===== src/dscp_pkg.sv =====
// Purpose: Shared constants and types for the debug serial command port.
// Assumes: Processor clock of 20 MHz; debug serial clock at most one eighth of it.
// Notes:   Counts are last-index values so counters compare against them directly.

// ==========================================================
// Package
package dscp_pkg;

  // Serial framing
  localparam int          CMD_BITS     = 8;
  localparam int          DATA_BITS    = 24;
  localparam int          CNT_W        = 5;
  localparam int          SEL_W        = 5;
  localparam int          CMD_READ_BIT = 7;
  localparam int          CMD_GO_BIT   = 6;
  localparam logic [4:0]  CMD_LAST     = 5'h07;

  // Link clock ratio: serial clock no faster than processor clock / 8
  localparam int          CLK_RATIO    = 8;

  // Timing counts in processor clocks
  localparam int          TIM_W        = 3;
  localparam logic [2:0]  ACK_LAST     = 3'h3;  // Acknowledge held low 4 clocks
  localparam logic [2:0]  GAP_LAST     = 3'h1;  // Pins floated 2 clocks on turnaround
  localparam logic [2:0]  BOOT_LAST    = 3'h4;  // Request synchroniser needs 4 clocks; decide on the 5th

  // Reset and idle pin levels
  localparam logic        SO_IDLE      = 1'b1;
  localparam logic        SO_ACK       = 1'b0;
  localparam logic [1:0]  STATUS_RST   = 2'h0;
  localparam logic        SCK_RST      = 1'b0;  // Pulled down externally
  localparam logic        DIN_RST      = 1'b0;
  localparam logic        REQ_RST      = 1'b1;  // Pulled up externally

  // Port controller states
  typedef enum logic [3:0] {
    ST_RUN,
    ST_HALT,
    ST_GAP_IN,
    ST_ACK,
    ST_CMD,
    ST_RDSHIFT,
    ST_WRDATA,
    ST_DRWAIT,
    ST_GAP_OUT
  } dscp_state_type;

endpackage : dscp_pkg


===== src/dscp_port.sv =====
// Purpose: Serial debug command port: halt entry, command decode, register shift in and out.
// Assumes: Debug serial clock at most processor clock / 8; core answers halt requests.
// Notes:   Serial clock is sampled, not used as a clock; edges are found in the clock domain.

`timescale 1ns/1ps

// Operation
// - Each input bit is sampled at a falling edge of the serial clock.
// - Words shift in most significant bit first.
// - Outside debug state the two shared pins drive the two-bit chip status; here only in normal running, floated while halting and in turnaround gaps.
// - Output bits change at rising edges of the serial clock, most significant bit first.
// - The serial output carries the register chosen by the last command.
// - On entry to debug state the serial output pulses low to ask for a command.
// - After a read command the output pulses low emulation_port data is ready to shift out.
// - After a write command the output pulses low when ready for data and again emulation_port written.
// - Asserting the request makes the core finish its instruction, save state and enter debug.
// - In debug state a request asserted, acknowledged and released resets the controller.
// - Asserting the request wakes the core from stop or wait.
// - A request held at reset release enters debug state directly.
module dscp_port #(
  parameter int DATA_W = dscp_pkg::DATA_BITS
) (
  // Clock and reset
  input  wire logic                       clock,
  input  wire logic                       rstn,
  // Shared data-in / status-low pin
  input  wire logic                       debugInOrStatusLoIn,
  output logic                            debugInOrStatusLoOut,
  output logic                            debugInOrStatusLoOe,
  // Shared clock-in / status-high pin
  input  wire logic                       debugClkOrStatusHiIn,
  output logic                            debugClkOrStatusHiOut,
  output logic                            debugClkOrStatusHiOe,
  // Serial output and request
  output logic                            debugSerialOut,
  input  wire logic                       debugRequestN,
  // Core side
  input  wire logic [1:0]                 chipStatus,
  input  wire logic                       coreHaltAck,
  output logic                            coreHaltReq,
  output logic                            coreWakeReq,
  output logic                            debugActive,
  output logic [dscp_pkg::SEL_W-1:0]      regSel,
  input  wire logic [DATA_W-1:0]          regRdData,
  output logic [DATA_W-1:0]               regWrData,
  output logic                            regWrStb
);

  localparam logic [dscp_pkg::CNT_W-1:0] DATA_LAST = dscp_pkg::CNT_W'(DATA_W - 1);
  localparam logic [dscp_pkg::CNT_W-1:0] CNT_ONE   = dscp_pkg::CNT_W'(1);
  localparam logic [dscp_pkg::TIM_W-1:0] TIM_ONE   = dscp_pkg::TIM_W'(1);

  // ==========================================================
  // Pin synchronisers
  logic sckLvl, dinLvl, reqLvl;

  dscp_sync3 #(.RESET_VAL(dscp_pkg::SCK_RST)) uSck (
    .clock   (clock),
    .rstn    (rstn),
    .asyncIn (debugClkOrStatusHiIn),
    .syncOut (sckLvl)
  );

  dscp_sync3 #(.RESET_VAL(dscp_pkg::DIN_RST)) uDin (
    .clock   (clock),
    .rstn    (rstn),
    .asyncIn (debugInOrStatusLoIn),
    .syncOut (dinLvl)
  );

  dscp_sync3 #(.RESET_VAL(dscp_pkg::REQ_RST)) uReq (
    .clock   (clock),
    .rstn    (rstn),
    .asyncIn (debugRequestN),
    .syncOut (reqLvl)
  );

  // ==========================================================
  // State
  dscp_pkg::dscp_state_type          state_r, state_nxt, ret_r, ret_nxt;
  logic [dscp_pkg::CNT_W-1:0]        bitCnt_r, bitCnt_nxt;
  logic [dscp_pkg::TIM_W-1:0]        tim_r, tim_nxt;
  logic [DATA_W-1:0]                 shift_r, shift_nxt;
  logic [DATA_W-1:0]                 wrData_r, wrData_nxt;
  logic [dscp_pkg::CMD_BITS-1:0]     cmd_r, cmd_nxt;
  logic                              so_r, so_nxt;
  logic                              sckPrev_r, reqPrev_r;
  logic                              boot_r, boot_nxt;
  logic [1:0]                        status_r, status_nxt;
  logic                              oe_r, oe_nxt;
  logic                              wake_r, wake_nxt;
  logic                              wrStb_r, wrStb_nxt;
  logic                              halt_r, halt_nxt;
  logic                              sckFall, sckRise, reqFall, reqRise, inDebug;
  logic                              goAck;
  dscp_pkg::dscp_state_type          ackRet;
  logic [dscp_pkg::CMD_BITS-1:0]     cmdWord;

  // Edge finding; each sampled level lasts several clocks at the 1:8 ratio
  assign sckFall = sckPrev_r & ~sckLvl;
  assign sckRise = ~sckPrev_r & sckLvl;
  assign reqFall = reqPrev_r & ~reqLvl;
  assign reqRise = ~reqPrev_r & reqLvl;
  assign inDebug = (state_r == dscp_pkg::ST_ACK) || (state_r == dscp_pkg::ST_CMD) ||
                   (state_r == dscp_pkg::ST_RDSHIFT) || (state_r == dscp_pkg::ST_WRDATA) ||
                   (state_r == dscp_pkg::ST_DRWAIT);

  // ==========================================================
  // Next-state logic
  always_comb
  begin
    state_nxt  = state_r;
    ret_nxt    = ret_r;
    bitCnt_nxt = bitCnt_r;
    tim_nxt    = tim_r;
    shift_nxt  = shift_r;
    wrData_nxt = wrData_r;
    cmd_nxt    = cmd_r;
    so_nxt     = so_r;
    boot_nxt   = boot_r;
    wake_nxt   = 1'b0;
    wrStb_nxt  = 1'b0;
    goAck      = 1'b0;
    ackRet     = dscp_pkg::ST_CMD;
    cmdWord    = {cmd_r[dscp_pkg::CMD_BITS-2:0], dinLvl};
    // Count out the request synchroniser latency before deciding how to start
    if (boot_r)
    begin
      tim_nxt = tim_r + TIM_ONE;
    end
    case (state_r)
      dscp_pkg::ST_RUN:
      begin
        if (boot_r)
        begin
          if (tim_r == dscp_pkg::BOOT_LAST)
          begin
            boot_nxt = 1'b0;
            tim_nxt  = '0;
            if (!reqLvl)
              state_nxt = dscp_pkg::ST_GAP_IN;
          end
        end
        else if (reqFall)
        begin
          state_nxt = dscp_pkg::ST_HALT;
          wake_nxt  = 1'b1;
        end
      end
      dscp_pkg::ST_HALT:
      begin
        // Core finishes its instruction and saves its pipeline first
        if (coreHaltAck)
        begin
          state_nxt = dscp_pkg::ST_GAP_IN;
          tim_nxt   = '0;
        end
      end
      dscp_pkg::ST_GAP_IN:
      begin
        tim_nxt = tim_r + TIM_ONE;
        if (tim_r == dscp_pkg::GAP_LAST)
        begin
          goAck  = 1'b1;
          ackRet = dscp_pkg::ST_DRWAIT;
        end
      end
      dscp_pkg::ST_ACK:
      begin
        tim_nxt = tim_r + TIM_ONE;
        if (tim_r == dscp_pkg::ACK_LAST)
        begin
          so_nxt    = dscp_pkg::SO_IDLE;
          state_nxt = ret_r;
          bitCnt_nxt = '0;
        end
      end
      dscp_pkg::ST_DRWAIT:
      begin
        // Commands only count emulation_port the request is released
        if (reqLvl)
        begin
          state_nxt  = dscp_pkg::ST_CMD;
          bitCnt_nxt = '0;
        end
      end
      dscp_pkg::ST_CMD:
      begin
        if (sckFall)
        begin
          cmd_nxt    = cmdWord;
          bitCnt_nxt = bitCnt_r + CNT_ONE;
          if (bitCnt_r == dscp_pkg::CMD_LAST)
          begin
            if (cmdWord[dscp_pkg::CMD_GO_BIT])
            begin
              state_nxt = dscp_pkg::ST_GAP_OUT;
              tim_nxt   = '0;
            end
            else if (cmdWord[dscp_pkg::CMD_READ_BIT])
            begin
              shift_nxt = regRdData;
              goAck     = 1'b1;
              ackRet    = dscp_pkg::ST_RDSHIFT;
            end
            else
            begin
              goAck  = 1'b1;
              ackRet = dscp_pkg::ST_WRDATA;
            end
          end
        end
      end
      dscp_pkg::ST_RDSHIFT:
      begin
        if (sckRise)
        begin
          so_nxt    = shift_r[DATA_W-1];
          shift_nxt = {shift_r[DATA_W-2:0], 1'b0};
        end
        else if (sckFall)
        begin
          bitCnt_nxt = bitCnt_r + CNT_ONE;
          if (bitCnt_r == DATA_LAST)
          begin
            so_nxt     = dscp_pkg::SO_IDLE;
            state_nxt  = dscp_pkg::ST_CMD;
            bitCnt_nxt = '0;
          end
        end
      end
      dscp_pkg::ST_WRDATA:
      begin
        if (sckFall)
        begin
          shift_nxt  = {shift_r[DATA_W-2:0], dinLvl};
          bitCnt_nxt = bitCnt_r + CNT_ONE;
          if (bitCnt_r == DATA_LAST)
          begin
            wrData_nxt = {shift_r[DATA_W-2:0], dinLvl};
            wrStb_nxt  = 1'b1;
            goAck      = 1'b1;
          end
        end
      end
      dscp_pkg::ST_GAP_OUT:
      begin
        tim_nxt = tim_r + TIM_ONE;
        if (tim_r == dscp_pkg::GAP_LAST)
          state_nxt = dscp_pkg::ST_RUN;
      end
      default:
      begin
        state_nxt = dscp_pkg::ST_RUN;
      end
    endcase
    // A fresh request in debug state resynchronises the controller
    if (inDebug && reqFall)
    begin
      goAck  = 1'b1;
      ackRet = dscp_pkg::ST_DRWAIT;
      so_nxt = dscp_pkg::SO_ACK;
    end
    if (goAck)
    begin
      state_nxt = dscp_pkg::ST_ACK;
      ret_nxt   = ackRet;
      so_nxt    = dscp_pkg::SO_ACK;
      tim_nxt   = '0;
    end
    // Pins turn only through a floated gap; status only in normal running
    oe_nxt     = (state_nxt == dscp_pkg::ST_RUN);
    status_nxt = oe_nxt ? chipStatus : status_r;
    halt_nxt   = (state_nxt != dscp_pkg::ST_RUN) || boot_nxt;
  end

  // ==========================================================
  // Registers
  always_ff @(posedge clock or negedge rstn)
  begin
    if (!rstn)
    begin
      state_r   <= dscp_pkg::ST_RUN;
      ret_r     <= dscp_pkg::ST_CMD;
      bitCnt_r  <= '0;
      tim_r     <= '0;
      shift_r   <= '0;
      wrData_r  <= '0;
      cmd_r     <= '0;
      so_r      <= dscp_pkg::SO_IDLE;
      boot_r    <= 1'b1;
      status_r  <= dscp_pkg::STATUS_RST;
      oe_r      <= 1'b1;
      wake_r    <= 1'b0;
      wrStb_r   <= 1'b0;
      halt_r    <= 1'b1;
      sckPrev_r <= dscp_pkg::SCK_RST;
      reqPrev_r <= dscp_pkg::REQ_RST;
    end
    else
    begin
      state_r   <= state_nxt;
      ret_r     <= ret_nxt;
      bitCnt_r  <= bitCnt_nxt;
      tim_r     <= tim_nxt;
      shift_r   <= shift_nxt;
      wrData_r  <= wrData_nxt;
      cmd_r     <= cmd_nxt;
      so_r      <= so_nxt;
      boot_r    <= boot_nxt;
      status_r  <= status_nxt;
      oe_r      <= oe_nxt;
      wake_r    <= wake_nxt;
      wrStb_r   <= wrStb_nxt;
      halt_r    <= halt_nxt;
      sckPrev_r <= sckLvl;
      reqPrev_r <= reqLvl;
    end
  end

  // Outputs
  assign debugInOrStatusLoOut  = status_r[0];
  assign debugClkOrStatusHiOut = status_r[1];
  assign debugInOrStatusLoOe   = oe_r;
  assign debugClkOrStatusHiOe  = oe_r;
  assign debugSerialOut        = so_r;
  assign coreHaltReq           = halt_r;
  assign coreWakeReq           = wake_r;
  assign debugActive           = inDebug;
  assign regSel                = cmd_r[dscp_pkg::SEL_W-1:0];
  assign regWrData             = wrData_r;
  assign regWrStb              = wrStb_r;
endmodule : dscp_port


===== src/dscp_sync3.sv =====
// Purpose: Three-stage synchroniser with agreement filter for one pin.
// Assumes: Input is asynchronous to clock.
// Notes:   Output changes only when stages two and three agree.

`timescale 1ns/1ps

// ==========================================================
// Synchroniser
module dscp_sync3 #(
  parameter logic RESET_VAL = 1'b0
) (
  // Clock and reset
  input  wire logic clock,
  input  wire logic rstn,
  // Pin side
  input  wire logic asyncIn,
  // Clock side
  output logic      syncOut
);

  logic s1_r, s2_r, s3_r, out_r;
  logic out_nxt;

  // Stage one feeds stage two only, to keep metastability contained
  always_comb
  begin
    out_nxt = (s2_r == s3_r) ? s3_r : out_r;
  end

  // Registers
  always_ff @(posedge clock or negedge rstn)
  begin
    if (!rstn)
    begin
      s1_r  <= RESET_VAL;
      s2_r  <= RESET_VAL;
      s3_r  <= RESET_VAL;
      out_r <= RESET_VAL;
    end
    else
    begin
      s1_r  <= asyncIn;
      s2_r  <= s1_r;
      s3_r  <= s2_r;
      out_r <= out_nxt;
    end
  end

  assign syncOut = out_r;

endmodule : dscp_sync3


===== config.mk =====
export PLATFORM = sky130hd
export DESIGN_NAME = dscp_port
export DESIGN_NICKNAME = d
export VERILOG_FILES = /design/src/dscp_pkg.sv /design/src/dscp_port.sv /design/src/dscp_sync3.sv
export SDC_FILE = /design/constraint.sdc
export NUM_CORES = 1
export LEC_CHECK = 0
export ABC_AREA = 1
export BUFFER_PORTS_ARGS = -buffer_cell sky130_fd_sc_hd__clkbuf_2
export CORE_MARGIN = 2
export CORE_UTILIZATION = 51
export DETAILED_ROUTE_END_ITERATION = 8
export HOLD_SLACK_MARGIN = 0.15
export PLACE_DENSITY_LB_ADDON = 0.08
export SYNTH_ARGS = -nofsm -noshare
export SYNTH_HDL_FRONTEND = slang
export SYNTH_SLANG_ARGS = --single-unit

===== constraint.sdc =====
create_clock -name clock -period 1.8 [get_ports clock]
set_input_delay 0.36 -clock clock [delete_from_list [all_inputs] [get_ports clock]]
set_output_delay 0.36 -clock clock [all_outputs]
set_load 0.05 [all_outputs]

==> flow_summary_export.csv <==
group,metric,value,unit
clocking,root_buffer,"clkbuf_8",
setup_path,arrival,2.02,ns
timing,post-route-period-util,0.982,
setup_path,setup.worst_path.class,"reg -> reg",
power,p_sw,2.93,mW
synthesis,synthCells,495,
cells_and_area,fin_util,0.641,
power,p_clk_frac,0.185,
timing,period_needed,1.77,ns
detailed_routing,num_vias,3486,
cells_and_area,nets,618,
timing,setup_viol,0,
global_route,grt_pass1_vias,3117,
detailed_routing,routedWlPerCell,13.2,um
floorplan,fp.dieW,94.8,um
setup_path,timing.rr.start,"bitCnt_r[1]$_DFFE_PN0P_",
synthesis,synth_top_area_frac,0.488,
power,internal-power,4.15,mW
clocking,ctsHtreeMaxLevel,3,
floorplan,design.core.area,0.00809,sq mm
floorplan,num_rows,33,
clocking,cts_sinks,91,
detailed_routing,antenna_left,0,
power,power.density,1370,mW/mm^2
cells_and_area,nFillCells,737,
synthesis,synth.area.top_cells,"dfrtp_1 49%, nand2_1 8.8%, a21oi_1 7.1%, nor2_1 7.1%, dfstp_2 5.6%",
power,seq_power_share,0.383,
detailed_routing,via_per_inst,5.06,
detailed_routing,totalWireLength,9060,um
cells_and_area,seqCellArea,0.00229,sq mm
synthesis,ys_ff_latch,91,
synthesis,avgSynthCellArea,8.49,sq um
setup_path,rr_worst_depth,11,
setup_path,start_kind,"flop",
setup_path,cp.required,2.05,ns
synthesis,synth_nets,534,
clocking,insertion_delay,0.35,ns
detailed_routing,route.detailed.drc,0,
power,comb_power_share,0.432,
timing,rsz0062_at_grt,"yes",
synthesis,synth.most_common_cell,"nand2_1",
setup_path,critPathMaxFanout,3,
timing,fmax,0.566,GHz
floorplan,pin_count,70,
placed_design,port_buffers,69,
placed_design,place_inst,659,
outcome,status,"finished, final reports clean",
clocking,clk_pin_slew,0.09,ns
timing,tightest_slew,0.418,ns
timing,drv_slew,0,
cells_and_area,multi_input_area,0.00168,sq mm
power,p_leak,2.74,nW
synthesis,ys_types,27,
floorplan,start_util,0.519,
clocking,cts_inserted_buffers,9,
power,power.share.switching,0.414,
timing,hold_viol_final,0,
global_route,grt_max_degree,50,
min_path,hold_class,"in -> reg",
timing,fin_skew,0.00594,ns
setup_path,r2r_end,"status_r[1]$_DFFE_PN0N_",
placed_design,gp_congestion,0.891,
clocking,clockBufferDepth,2,
synthesis,ys_top_cells_by_count,"99 x nand2_1, 82 x dfrtp_1, 79 x nor2_1",
setup_path,crit_path_end_kind,"flop",
cells_and_area,finalNonFillerCells,689,
detailed_routing,firstDrtPassIters,4,
min_path,hold_end,"status_r[1]$_DFFE_PN0N_",
global_route,overflow,0,
run,drv_cap,0,
floorplan,die_area,0.00898,sq mm
floorplan,fp.dieH,94.8,um
global_route,grt_usage,0.204,
cells_and_area,areaGrowthSynthToFinish,23.4,%
synthesis,yosys_warnings,0,
global_route,antenna_found_initial,0,
min_path,holdPathStages,3,
synthesis,synth.cell_area,0.00420,sq mm
synthesis,synth_edf_count,0,
cells_and_area,drive_gt1_frac,0.281,
placed_design,hpwl,6070,um
power,peakVddDrop,0.618,mV
synthesis,synth_top_area_cell,"dfrtp_1",
clocking,cts_tree,"yes",
synthesis,synth_flop_cell,"dfrtp_1",
min_path,min-delay-start,"chipStatus[1]",
global_route,grt_first_pass_wirelength,14200,um
synthesis,seq_area_frac_synth,0.545,
detailed_routing,initialDrtViolationCount,146,
cells_and_area,n_antenna_cell,0,
setup_path,r2r_setup_slack,0.03,ns
synthesis,synthArstFlopShare,1.00,
timing,slew_headroom,0.721,
[flip-flops by register name (all words and copies together) (netlist names), 2 cells and up]
name and flops:
bitCnt_r 5, cmd_r 7, regWrData 24, ret_r 2
shift_r 24, state_r 4, status_r 2, tim_r 3
[power by group through the flow]
stage,clock [mW],combinational (mW),sequential [mW]
after floorplan,0,1.87,2.88
after global placement,0,2.57,2.72
after detailed placement,0,2.64,2.73
after CTS,1.35,2.67,2.70
after global routing,1.44,3.39,2.76
final,1.31,3.06,2.71
[cells in the final DEF (no fill, tap or decap), types with 5 or more instances in the layout]
cell type / count
nand2_1: 91
dfrtp_1: 80
nor2_1: 71
clkbuf_2: 67
a21oi_1: 59
inv_1: 50
o21ai_1: 20
nand3_1: 18
o21ai_0: 15
buf_4: 13
clkbuf_8: 10
dfstp_2: 9
inv_2: 8
nor2_2: 6
nor2_4: 6
nand2_2: 6
buf_12: 5
[cell families after synthesis]
family / after synthesis / synth area share
AOI/OAI and AO/OA: 100 / 0.121
buffers and inverters: 80 / 0.0905
adders and majority gates: 10 / 0.0280
xor gates and xnor gates: 1 / 0.00208
and+or+nand+nor: 213 / 0.214
DFF: 91 / 0.545
[timing repair]
action                     4_1_cts  5_1_grt
setup buffers                    0        5
setup endpoints to repair        4       36
hold buffers                     4        0
pin swaps                        2       16
cloned                           0        5
hold endpoints to repair        28        0
gates resized for setup          4       39
[layer usage]
metal / global-route usage / wire [um]
met5: 0 / 0
met2: 0.329 / 4400
met3: 0.0511 / 436
met4: 0.0652 / 123
met1: 0.271 / 4100
[metrics by stage]
step                      hold slack (ns)  TNS [ns]  setup slack (ns)  total power [mW]  area, sq um
after CTS                           0.221         0            0.0123              6.71         4920
after global routing                0.222   -0.0798           -0.0486              7.59         5190
after global placement              0.324         0            0.0302              5.29         4680
final                               0.231         0            0.0323              7.09         5190
after detailed placement            0.322   -0.0374           -0.0209              5.37         4680
after floorplan                    0.0644         0            0.0594              4.75         4210
[layout make-up]
type | count | share of cell area
inverter | 58 | 0.0420
clock buffer | 10 | 0.0265
sequential | 91 | 0.442
clock inverter | 6 | 0.00917
timing repair buffer | 95 | 0.131
tap | 105 | 0.0253
multi-input combinational | 324 | 0.324
[worst max-delay path by stage]
stage / from / to / slack, ns / cells past startpoint
2_1_floorplan: state_r[0]$_DFF_PN0_ / bitCnt_r[4]$_DFFE_PN0P_ / 0.06 / 8
3_3_place_gp: tim_r[1]$_DFF_PN0_ / status_r[1]$_DFFE_PN0N_ / 0.03 / 12
3_5_place_dp: tim_r[1]$_DFF_PN0_ / status_r[0]$_DFFE_PN0N_ / -0.02 / 12
4_1_cts: tim_r[1]$_DFF_PN0_ / status_r[0]$_DFFE_PN0N_ / 0.01 / 12
5_1_grt: bitCnt_r[1]$_DFFE_PN0P_ / status_r[1]$_DFFE_PN0N_ / -0.05 / 11
6_report: bitCnt_r[1]$_DFFE_PN0P_ / status_r[1]$_DFFE_PN0N_ / 0.03 / 11
[critical path: stages, from the launching register on]
cell and delay, ns:
dfrtp_1 0.42, ha_4 0.18, nand2_4 0.06, nor3_4 0.21, buf_4 0.15, nand2_1 0.07, a21oi_2 0.15, nand2_1 0.10
nor2_4 0.13, nand2_2 0.09, nand2_1 0.07, nand2_1 0.05
No activity file was read; power rests on OpenSTA's default activity.
